$ cat src/design/awpc_pkg.sv
// Package: register map, field positions, reset values and timing for wake/power control
`default_nettype none
package awpc_pkg;
   // ----------------------------------------------------------------
   // Register indices (byte address is four times the index)
   // ----------------------------------------------------------------
   localparam int ADDR_W = 12;
   localparam logic [7:0] IDX_STATUS = 8'he3;    // Read-to-clear event flags
   localparam logic [7:0] IDX_OPTION = 8'he4;    // Power-loss policy, keyboard wake
   localparam logic [7:0] IDX_GPIO_RST = 8'he5;  // GPIO reset source select
   localparam logic [7:0] IDX_WAKE_PG = 8'he6;   // Mouse wake, case clear, power good
   localparam logic [7:0] IDX_IRQ_STS = 8'hf0;   // Sticky interrupt status, write 1 clears
   localparam logic [7:0] IDX_IRQ_MASK = 8'hf1;  // Interrupt enable mask
   localparam logic [7:0] IDX_PWR_STATE = 8'hf2; // Power state readback
   // ----------------------------------------------------------------
   // Field positions
   // ----------------------------------------------------------------
   localparam int ST_THERMAL = 3;
   localparam int ST_PSWITCH = 2;
   localparam int ST_MOUSE = 1;
   localparam int ST_KBD = 0;
   localparam int OPT_POLICY_HI = 6;
   localparam int OPT_POLICY_LO = 5;
   localparam int OPT_KBD_ANY = 3;
   localparam int OPT_HUNT = 2;
   localparam int GPIO_GRP_HI = 7;
   localparam int GPIO_GRP_LO = 3;
   localparam int GPIO_GP25 = 2;
   localparam int WPG_MOUSE_EN = 7;
   localparam int WPG_CASE_CLR = 5;
   localparam int WPG_LAST_OFF = 4;
   localparam int WPG_DLY_HI = 3;
   localparam int WPG_DLY_LO = 1;
   localparam int WPG_RETRIG = 0;
   // ----------------------------------------------------------------
   // Reset values and writable masks
   // ----------------------------------------------------------------
   localparam logic [7:0] OPTION_RST = 8'h00;
   localparam logic [7:0] GPIO_RST_RST = 8'h00;
   localparam logic [7:0] WPG_RST = 8'h1c;
   localparam logic [7:0] OPTION_WMASK = 8'h6c;
   localparam logic [7:0] GPIO_WMASK = 8'hfc;
   localparam logic [7:0] WPG_WMASK = 8'h9e;
   // Power-loss policy codes
   localparam logic [1:0] POL_OFF = 2'h0;
   localparam logic [1:0] POL_ON = 2'h1;
   localparam logic [1:0] POL_PREV = 2'h2;
   localparam logic [1:0] POL_USER = 2'h3;
   // ----------------------------------------------------------------
   // Timing
   // ----------------------------------------------------------------
   localparam int CLK_PERIOD_NS = 10;
   localparam int NS_PER_MS = 1000000;
   localparam int CYC_PER_MS = NS_PER_MS / CLK_PERIOD_NS;
   localparam int MS_DIV_W = 17;
   typedef enum logic [1:0] {PWR_OFF, PWR_ON, PWR_LOST} awpc_pwr_t;

   // True when an address matches the byte address of a register index
   function automatic logic awpc_hit(input logic [ADDR_W-1:0] a, input logic [7:0] idx);
      return a == {2'h0, idx, 2'h0};
   endfunction : awpc_hit

   // Least power-good delay of each code, in ms (low end of each range)
   function automatic logic [9:0] awpc_delay_ms(input logic [2:0] code);
      case (code)
         3'h0: return 10'h12c; // 300 ms
         3'h1: return 10'h14a; // 330 ms
         3'h2: return 10'h186; // 390 ms
         3'h3: return 10'h208; // 520 ms
         3'h4: return 10'h0c8; // 200 ms
         3'h5: return 10'h0e6; // 230 ms
         3'h6: return 10'h122; // 290 ms
         default: return 10'h1a4; // 420 ms
      endcase
   endfunction : awpc_delay_ms
endpackage : awpc_pkg
`default_nettype wire

$ cat src/design/awpc_pg_timer.sv
// Power-good delay timer driven by a one-millisecond enable
`default_nettype none
module awpc_pg_timer
   import awpc_pkg::*;
#(
   parameter int cycles_per_ms = CYC_PER_MS
) (
   // Clock and reset
   input wire logic clk_sys,
   input wire logic rst_n,
   // Control
   input wire logic run,
   input wire logic restart,
   input wire logic [2:0] code,
   // Output
   output logic power_good
);
   logic [MS_DIV_W-1:0] div; // Cycle divider
   logic ms_tick;            // One-cycle pulse each millisecond
   logic [9:0] ms_cnt;       // Elapsed milliseconds
   logic hold;               // Timer held at zero

   assign hold = !run || restart;
   assign ms_tick = (div == MS_DIV_W'(cycles_per_ms - 1));

   // Divider restarts with the timer so the least delay is never shortened
   always_ff @(posedge clk_sys or negedge rst_n)
   begin
      if (!rst_n)
         div <= '0;
      else if (hold || ms_tick)
         div <= '0;
      else
         div <= div + 1'b1;
   end

   // Millisecond count up to the selected delay
   always_ff @(posedge clk_sys or negedge rst_n)
   begin
      if (!rst_n)
         ms_cnt <= '0;
      else if (hold)
         ms_cnt <= '0;
      else if (ms_tick && ms_cnt < awpc_delay_ms(code))
         ms_cnt <= ms_cnt + 1'b1;
   end

   // Output low while held, high once the delay has run out
   always_ff @(posedge clk_sys or negedge rst_n)
   begin
      if (!rst_n)
         power_good <= 1'b0;
      else if (hold)
         power_good <= 1'b0;
      else if (ms_cnt >= awpc_delay_ms(code))
         power_good <= 1'b1;
   end
endmodule : awpc_pg_timer
`default_nettype wire

$ cat src/design/awpc_sync3.sv
// Three-stage input synchroniser with agreement filter
`default_nettype none
module awpc_sync3 #(
   parameter int W = 1
) (
   // Clock and reset
   input wire logic clk_sys,
   input wire logic rst_n,
   // Asynchronous inputs and filtered result
   input wire logic [W-1:0] async_in,
   output logic [W-1:0] sync_out
);
   logic [W-1:0] s1; // First stage, read only by s2
   logic [W-1:0] s2;
   logic [W-1:0] s3;

   // A change is taken only when the second and third stages agree
   always_ff @(posedge clk_sys or negedge rst_n)
   begin
      if (!rst_n)
      begin
         s1 <= '0;
         s2 <= '0;
         s3 <= '0;
         sync_out <= '0;
      end
      else
      begin
         s1 <= async_in;
         s2 <= s1;
         s3 <= s2;
         sync_out <= (s2 & s3) | (sync_out & (s2 | s3));
      end
   end
endmodule : awpc_sync3
`default_nettype wire

$ cat src/design/awpc_top.sv
// Wake status, power-loss recovery and power-good control behind an APB slave
`default_nettype none
module awpc_top
   import awpc_pkg::*;
#(
   parameter int cycles_per_ms = CYC_PER_MS
) (
   // Clock and reset
   input wire logic clk_sys,
   input wire logic rst_n,
   // APB slave
   input wire logic psel,
   input wire logic penable,
   input wire logic pwrite,
   input wire logic [ADDR_W-1:0] paddr,
   input wire logic [31:0] pwdata,
   output logic [31:0] prdata,
   output logic pready,
   output logic pslverr,
   // Event pins
   input wire logic thermal_shutdown,
   input wire logic power_switch_input,
   input wire logic mouse_left_click,
   input wire logic mouse_right_click,
   input wire logic mouse_activity,
   input wire logic key_any,
   input wire logic key_sequence_match,
   // Supply and reset pins
   input wire logic lreset_n,
   input wire logic resume_well_reset_n,
   input wire logic main_supply_good,
   input wire logic standby_domain_good,
   // Mouse key selects held elsewhere
   input wire logic mouse_right_key_select,
   input wire logic mouse_extra_key_select,
   // Power outputs
   output logic system_power_on,
   output logic power_good,
   output logic chassis_intrusion_clear,
   // GPIO reset outputs
   output logic [4:0] gpio_group_reset_n,
   output logic gpio_25_27_reset_n,
   // Interrupt
   output logic irq
);
   // ----------------------------------------------------------------
   // Pin synchronisers
   // ----------------------------------------------------------------
   logic [10:0] pins_raw; // Raw pin vector
   logic [10:0] pins;     // Filtered pin vector
   logic therm_s, psw_s, mleft_s, mright_s, mact_s, kany_s, kseq_s;
   logic lrst_n_s, rsm_n_s, main_s, stby_s;
   logic [6:0] evl_q;     // Previous event levels for edge detection

   assign pins_raw = {thermal_shutdown, power_switch_input, mouse_left_click,
                      mouse_right_click, mouse_activity, key_any, key_sequence_match,
                      lreset_n, resume_well_reset_n, main_supply_good,
                      standby_domain_good};

   awpc_sync3 #(.W(11)) u_sync (
      .clk_sys(clk_sys),
      .rst_n(rst_n),
      .async_in(pins_raw),
      .sync_out(pins)
   );

   assign {therm_s, psw_s, mleft_s, mright_s, mact_s, kany_s, kseq_s,
           lrst_n_s, rsm_n_s, main_s, stby_s} = pins;

   // Edge detection registers for event levels
   always_ff @(posedge clk_sys or negedge rst_n)
   begin
      if (!rst_n)
         evl_q <= '0;
      else
         evl_q <= pins[10:4];
   end

   // ----------------------------------------------------------------
   // Registers
   // ----------------------------------------------------------------
   logic [7:0] opt_reg;   // Policy and keyboard options
   logic [7:0] gpio_reg;  // GPIO reset sources
   logic [7:0] wpg_reg;   // Mouse enable, last state, delay code
   logic [3:0] status;    // Read-to-clear event flags
   logic [3:0] irq_sts;   // Sticky interrupt status
   logic [3:0] irq_mask;  // Interrupt enables
   logic [3:0] ev;        // Event pulses this cycle
   logic [3:0] rd_cap;    // Status bits captured by the setup of a read
   logic mouse_wake, kbd_wake, wake_any;
   logic [6:0] rise;      // Rising edges of event levels
   logic setup_ph, wr_done, rd_done, mapped;
   logic [31:0] next_prdata;
   awpc_pwr_t pwr_state;
   logic prev_on;         // Recorded on/off state before a loss
   logic retrig;          // One-cycle power-good retrigger
   logic stby_q;          // Delayed standby level

   assign rise = pins[10:4] & ~evl_q;

   // Mouse wake selection from the three key bits
   always_comb
   begin
      if (wpg_reg[WPG_MOUSE_EN] && mouse_extra_key_select)
         mouse_wake = rise[8-4] | rise[7-4] | rise[6-4];
      else if (wpg_reg[WPG_MOUSE_EN])
         mouse_wake = rise[8-4] | rise[7-4];
      else if (mouse_extra_key_select)
         mouse_wake = rise[8-4];
      else
         mouse_wake = mouse_right_key_select & rise[7-4];
   end

   // Keyboard wake: any key or programmed sequence
   assign kbd_wake = opt_reg[OPT_KBD_ANY] ? rise[5-4] : rise[4-4];
   assign ev = {rise[10-4], rise[9-4], mouse_wake, kbd_wake};
   assign wake_any = mouse_wake | kbd_wake;

   // ----------------------------------------------------------------
   // APB decode
   // ----------------------------------------------------------------
   assign mapped = awpc_hit(paddr, IDX_STATUS) || awpc_hit(paddr, IDX_OPTION)
                   || awpc_hit(paddr, IDX_GPIO_RST) || awpc_hit(paddr, IDX_WAKE_PG)
                   || awpc_hit(paddr, IDX_IRQ_STS) || awpc_hit(paddr, IDX_IRQ_MASK)
                   || awpc_hit(paddr, IDX_PWR_STATE);
   // Zero-wait slave: the access phase always completes in one cycle
   assign pready = psel & penable;
   assign pslverr = pready & ~mapped;
   assign setup_ph = psel & ~penable;
   assign wr_done = pready & pwrite & mapped;
   assign rd_done = pready & ~pwrite & awpc_hit(paddr, IDX_STATUS);

   // Read data mux, sampled in the setup phase
   always_comb
   begin
      next_prdata = 32'h0;
      if (awpc_hit(paddr, IDX_STATUS))
         next_prdata[3:0] = status;
      else if (awpc_hit(paddr, IDX_OPTION))
         next_prdata[7:0] = opt_reg;
      else if (awpc_hit(paddr, IDX_GPIO_RST))
         next_prdata[7:0] = gpio_reg;
      else if (awpc_hit(paddr, IDX_WAKE_PG))
         next_prdata[7:0] = wpg_reg;
      else if (awpc_hit(paddr, IDX_IRQ_STS))
         next_prdata[3:0] = irq_sts;
      else if (awpc_hit(paddr, IDX_IRQ_MASK))
         next_prdata[3:0] = irq_mask;
      else if (awpc_hit(paddr, IDX_PWR_STATE))
         next_prdata[3:0] = {prev_on, pwr_state == PWR_LOST, power_good, system_power_on};
   end

   // Read data register; holds through the access phase
   always_ff @(posedge clk_sys or negedge rst_n)
   begin
      if (!rst_n)
      begin
         prdata <= 32'h0;
         rd_cap <= 4'h0;
      end
      else if (setup_ph && !pwrite)
      begin
         prdata <= next_prdata;
         rd_cap <= awpc_hit(paddr, IDX_STATUS) ? status : 4'h0;
      end
   end

   // ----------------------------------------------------------------
   // Event status
   // ----------------------------------------------------------------
   // Only the bits returned are cleared; a new event always wins
   always_ff @(posedge clk_sys or negedge rst_n)
   begin
      if (!rst_n)
         status <= 4'h0;
      else if (rd_done)
         status <= (status & ~rd_cap) | ev;
      else
         status <= status | ev;
   end

   // Interrupt status, write one to clear, set wins
   always_ff @(posedge clk_sys or negedge rst_n)
   begin
      if (!rst_n)
         irq_sts <= 4'h0;
      else if (wr_done && awpc_hit(paddr, IDX_IRQ_STS))
         irq_sts <= (irq_sts & ~pwdata[3:0]) | ev;
      else
         irq_sts <= irq_sts | ev;
   end

   // Interrupt mask
   always_ff @(posedge clk_sys or negedge rst_n)
   begin
      if (!rst_n)
         irq_mask <= 4'h0;
      else if (wr_done && awpc_hit(paddr, IDX_IRQ_MASK))
         irq_mask <= pwdata[3:0];
   end

   assign irq = |(irq_sts & irq_mask);

   // ----------------------------------------------------------------
   // Control registers
   // ----------------------------------------------------------------
   // Keyboard bits follow lreset; hunting self-clears on a mouse or keyboard wake
   always_ff @(posedge clk_sys or negedge rst_n)
   begin
      if (!rst_n)
         opt_reg <= OPTION_RST;
      else
      begin
         if (wr_done && awpc_hit(paddr, IDX_OPTION))
            opt_reg <= pwdata[7:0] & OPTION_WMASK;
         if (!lrst_n_s)
         begin
            opt_reg[OPT_KBD_ANY] <= 1'b0;
            opt_reg[OPT_HUNT] <= 1'b0;
         end
         else if (wake_any)
            opt_reg[OPT_HUNT] <= 1'b0;
      end
   end

   // GPIO reset source register
   always_ff @(posedge clk_sys or negedge rst_n)
   begin
      if (!rst_n)
         gpio_reg <= GPIO_RST_RST;
      else if (wr_done && awpc_hit(paddr, IDX_GPIO_RST))
         gpio_reg <= pwdata[7:0] & GPIO_WMASK;
   end

   // Action bits 5 and 0 are never stored, so they read back as zero
   always_ff @(posedge clk_sys or negedge rst_n)
   begin
      if (!rst_n)
         wpg_reg <= WPG_RST;
      else if (wr_done && awpc_hit(paddr, IDX_WAKE_PG))
         wpg_reg <= pwdata[7:0] & WPG_WMASK;
   end

   // One-cycle action pulses from writes of one
   always_ff @(posedge clk_sys or negedge rst_n)
   begin
      if (!rst_n)
      begin
         chassis_intrusion_clear <= 1'b0;
         retrig <= 1'b0;
      end
      else
      begin
         chassis_intrusion_clear <= wr_done && awpc_hit(paddr, IDX_WAKE_PG)
                                    && pwdata[WPG_CASE_CLR];
         retrig <= wr_done && awpc_hit(paddr, IDX_WAKE_PG) && pwdata[WPG_RETRIG];
      end
   end

   // ----------------------------------------------------------------
   // GPIO reset outputs
   // ----------------------------------------------------------------
   // A set control bit keeps lreset away from its group
   assign gpio_group_reset_n = {5{lrst_n_s}} | gpio_reg[GPIO_GRP_HI:GPIO_GRP_LO];
   assign gpio_25_27_reset_n = gpio_reg[GPIO_GP25] ? rsm_n_s : lrst_n_s;

   // ----------------------------------------------------------------
   // Power-loss recovery
   // ----------------------------------------------------------------
   always_ff @(posedge clk_sys or negedge rst_n)
   begin
      if (!rst_n)
         stby_q <= 1'b0;
      else
         stby_q <= stby_s;
   end

   // Standby loss parks the machine; its return applies the policy
   always_ff @(posedge clk_sys or negedge rst_n)
   begin
      if (!rst_n)
         pwr_state <= PWR_LOST;
      else
      begin
         case (pwr_state)
            PWR_OFF, PWR_ON:
            begin
               if (!stby_s)
                  pwr_state <= PWR_LOST;
               else if (ev[ST_PSWITCH])
                  pwr_state <= (pwr_state == PWR_ON) ? PWR_OFF : PWR_ON;
            end
            PWR_LOST:
            begin
               if (stby_s && !stby_q)
               begin
                  case (opt_reg[OPT_POLICY_HI:OPT_POLICY_LO])
                     POL_OFF: pwr_state <= PWR_OFF;
                     POL_ON: pwr_state <= PWR_ON;
                     POL_PREV: pwr_state <= prev_on ? PWR_ON : PWR_OFF;
                     default: pwr_state <= wpg_reg[WPG_LAST_OFF] ? PWR_OFF : PWR_ON;
                  endcase
               end
            end
            default: pwr_state <= PWR_LOST;
         endcase
      end
   end

   // Running record of on/off, frozen while power is lost
   always_ff @(posedge clk_sys or negedge rst_n)
   begin
      if (!rst_n)
         prev_on <= 1'b0;
      else if (pwr_state != PWR_LOST)
         prev_on <= (pwr_state == PWR_ON);
   end

   assign system_power_on = (pwr_state == PWR_ON);

   // ----------------------------------------------------------------
   // Power good
   // ----------------------------------------------------------------
   awpc_pg_timer #(.cycles_per_ms(cycles_per_ms)) u_pg (
      .clk_sys(clk_sys),
      .rst_n(rst_n),
      .run(system_power_on & main_s),
      .restart(retrig),
      .code(wpg_reg[WPG_DLY_HI:WPG_DLY_LO]),
      .power_good(power_good)
   );
endmodule : awpc_top
`default_nettype wire
$ cat config.mk
export PLATFORM = sky130hd
export DESIGN_NAME = awpc_top
export DESIGN_NICKNAME = d
export VERILOG_FILES = /design/src/design/awpc_pkg.sv /design/src/design/awpc_pg_timer.sv /design/src/design/awpc_sync3.sv /design/src/design/awpc_top.sv
export SDC_FILE = /design/constraint.sdc
export NUM_CORES = 1
export LEC_CHECK = 0
export ABC_AREA = 0
export ABC_CLOCK_PERIOD_IN_PS = 3200
export BUFFER_PORTS_ARGS = -buffer_cell sky130_fd_sc_hd__buf_4
export CAP_MARGIN = 20
export CORE_AREA = 2 2 105 107
export DETAILED_ROUTE_END_ITERATION = 6
export DIE_AREA = 0 0 107 109
export PLACE_DENSITY = 0.85
export SYNTH_ARGS = -nofsm -noshare
export SYNTH_HDL_FRONTEND = slang
export SYNTH_HIERARCHICAL = 1
export SYNTH_SLANG_ARGS = --single-unit
$ cat constraint.sdc
create_clock -name clk_sys -period 3.2 [get_ports clk_sys]
set_input_delay 0.64 -clock clk_sys [delete_from_list [all_inputs] [get_ports clk_sys]]
set_output_delay 0.64 -clock clk_sys [all_outputs]
set_load 0.01 [all_outputs]
==> impl_metrics.env <==
export IMPL_post_dp_hpwl_um=8330
export IMPL_largest_reg_flops=17
export IMPL_p_per_area_nw_per_um2=550
export IMPL_rows=38
export IMPL_core_area_um2=10600
export IMPL_nets=647
export IMPL_cts_root_buf="clkbuf_8"
export IMPL_viasPerCell=5.75
export IMPL_max_stage_delay_ns=0.57
export IMPL_synth_distinct_cells=67
export IMPL_path_max_fanout=18
export IMPL_ys_flop_type="dfrtp_1"
export IMPL_synth_area_um2=5670
export IMPL_worstPathRequired_ns=3.63
export IMPL_ir_worst_vdd_v=0.000429
export IMPL_remaining_drc_errors=0
export IMPL_start_kind="flop"
export IMPL_fin_cells=724
export IMPL_die_area_um2=11700
export IMPL_ys_seq_area_frac=0.548
export IMPL_grt_pass1_vias=4200
export IMPL_end_kind="flop"
export IMPL_syn_inst=499
export IMPL_synth_edf_count=0
export IMPL_synth_area_per_cell_um2=11.4
export IMPL_worstMarginPinSlew_ns=0.923
export IMPL_critPathBufInv=2
export IMPL_synthToLayoutAreaGrowth_pct=19.8
export IMPL_grt_overflow=0
export IMPL_min_period_over_period=0.931
export IMPL_grt_pass1_wl_um=20700
export IMPL_htree_levels=4
export IMPL_cts_made_buffers=17
export IMPL_dp_cells=691
export IMPL_final_cell_area_um2=6790
export IMPL_io_pins=106
export IMPL_grt_max_degree=63
export IMPL_die_y_um=109
export IMPL_largest_register="u_pg/div"
export IMPL_rr_startpoint="wpg_reg[2]$_DFFE_PN1N_"
export IMPL_cp_common_cell="ha_1"
export IMPL_power_leakage_nw=3.02
export IMPL_cap_violations=0
export IMPL_globalRouteTotalUtil=0.232
export IMPL_num_antenna_cells=0
export IMPL_ys_ff_latch=124
export IMPL_slowest_stage="dfstp_2"
export IMPL_clk_pin_slew_ns=0.07
export IMPL_hold_viol=0
export IMPL_die_x_um=107
export IMPL_async_reset_ff_frac=1.00
export IMPL_portBuffers=57
export IMPL_slew_headroom=0.376
export IMPL_ctsLongestPathBuffers=2
export IMPL_critical_path_top_delay_family="simple AND/OR/NAND/NOR gates"
export IMPL_drtIter0Drc=244
export IMPL_drt_total_wl_um=12800
export IMPL_num_vias=4164
export IMPL_path_cells="inv_1 > ha_1 > nand2b_1 > o32ai_1 > ha_1 > and4b_1 > a221oi_2 > o2111ai_2 > buf_6 > or3_1 > a21oi_1"
export IMPL_drt_pass1_iterations=7
export IMPL_antenna_found_initial=0
export IMPL_gp_congestion=0.901
export IMPL_status="completed"
export IMPL_crit_type="flop to flop"
export IMPL_ant_nets=0
export IMPL_yosysWarnings=6
export IMPL_routedWlPerCell_um=17.6
export IMPL_clock_fmax_ghz=0.336
export IMPL_cp_startpoint="wpg_reg[2]$_DFFE_PN1N_"
export IMPL_slew_viol_final=0
export IMPL_cts_sinks=124
export IMPL_min_path_type="input port to async pin"
export IMPL_finalWorstPathRequiredPeriod_ns=2.98
export IMPL_setup_viol=0
export IMPL_clk_insertion_delay_late_ns=0.52
export IMPL_cts_tree="built"
export IMPL_worstPathArrival_ns=3.40
export IMPL_placed_area_um2=6190
export IMPL_drive_gt1_frac=0.252
export IMPL_start_util=0.534
export IMPL_skew_ns=0.00902
## what timing repair did
| action | CTS | global route |
|---|---|---|
| hold buffers | 0 | 0 |
| setup endpoints to repair | 0 | 8 |
| buffers inserted | 0 | 1 |
| gates resized for setup | 0 | 3 |
## layer usage
| metal | wire (um) | global-route usage |
|---|---|---|
| met1 | 5120 | 0.295 |
| met2 | 6400 | 0.379 |
| met3 | 968 | 0.0640 |
| met4 | 282 | 0.0955 |
| met5 | 0 | 0 |
## through the flow
step | utilization | hold WS [ns] | setup TNS [ns] | setup WS, ns | total power [mW]
finish | 0.640 | 0.174 | 0 | 0.222 | 3.74
global route | 0.640 | 0.201 | -0.0276 | -0.0148 | 3.86
CTS | 0.638 | 0.193 | 0 | 0.132 | 3.76
detailed placement | 0.584 | 0.336 | 0 | 0.136 | 1.88
global placement | 0.584 | 0.332 | 0 | 0.230 | 1.87
floorplan | - | 0.331 | 0 | 0.481 | 1.78
## final timing paths
check,to,cells after the start,slack (ns)
worst max-delay path,u_pg/ms_cnt[4]$_DFFE_PN0P_,11,0.22
worst min-delay path,status[0]$_DFF_PN0_,1,0.17
worst max register to register,u_pg/ms_cnt[4]$_DFFE_PN0P_,11,0.22
worst min register to register,u_sync/s2[0]$_DFF_PN0_,0,0.35
max in group asynchronous,wpg_reg[3]$_DFFE_PN1N_,2,2.17
min in group clk_sys,u_sync/s1[4]$_DFF_PN0_,1,0.22
## synthesized netlist by cell type (4+ instances only)
cell | number | area (um^2)
dfrtp_1 | 120 | 3000
nand2_1 | 37 | 139
nor2_1 | 27 | 101
buf_4 | 24 | 180
a21oi_1 | 20 | 100
o21ai_0 | 20 | 100
nand3_1 | 18 | 90.1
ha_1 | 14 | 175
inv_1 | 14 | 52.6
mux2_2 | 14 | 158
xor2_1 | 12 | 105
maj3_2 | 11 | 124
nand2b_1 | 11 | 68.8
a21o_1 | 10 | 75.1
or3_1 | 9 | 56.3
clkbuf_1 | 8 | 30.0
nor2b_1 | 8 | 50.1
o21ai_1 | 8 | 40.0
a22oi_1 | 7 | 52.6
nand4_1 | 6 | 37.5
nor4_1 | 6 | 37.5
or2_2 | 6 | 37.5
and2_1 | 5 | 31.3
and3_1 | 5 | 31.3
dfstp_2 | 4 | 105
nor3_1 | 4 | 20.0
or4bb_1 | 4 | 45.0
xnor2_1 | 4 | 35.0
## logic make-up (layout without fill, tap and decap cells)
logic type               count (synthesis)  after routing  synth area share
adder cells (fa/ha/maj)                 25             25            0.0528
flip-flops                             124            124             0.548
other                                    1             24          0.000662
AO/OA/AOI/OAI                           87             87            0.0980
AND/OR/NAND/NOR                        175            175             0.184
multiplexers                            21             21            0.0417
XOR/XNOR                                16             16            0.0247
buffers and inverters                   50            112            0.0497
## power by group
| part | leakage (nW) | switching (mW) | total (mW) | internal, mW |
|---|---|---|---|---|
| clock | 0.281 | 0.800 | 1.87 | 1.07 |
| sequential | 1.56 | 0.0352 | 1.66 | 1.62 |
| combinational | 1.18 | 0.120 | 0.208 | 0.0876 |
## placed cells by master, fill, tap and decap left out, types with 5 or more instances in the layout
cell type	count
a21o_1	10
a21oi_1	20
a22oi_1	7
and2_1	5
and3_1	5
buf_4	65
clkbuf_16	16
conb_1	24
dfrtp_1	120
ha_1	13
inv_1	14
inv_6	6
maj3_2	11
mux2_2	14
nand2_1	37
nand2b_1	11
nand3_1	18
nand4_1	6
nor2_1	27
nor2b_1	8
nor4_1	6
o21ai_0	20
o21ai_1	8
or2_2	6
or3_1	9
xor2_1	12
## cell type report
type / count / area [um^2]
clock buffers: 17 / 414
multi-input cells: 348 / 2370
inverters: 14 / 52.6
flip-flops and latches: 124 / 3110
well taps: 140 / 175
clock inverters: 15 / 168
repair buffers: 66 / 499
fillers: 745 / 3810
Note: power is estimated with default switching activity, not from simulation.
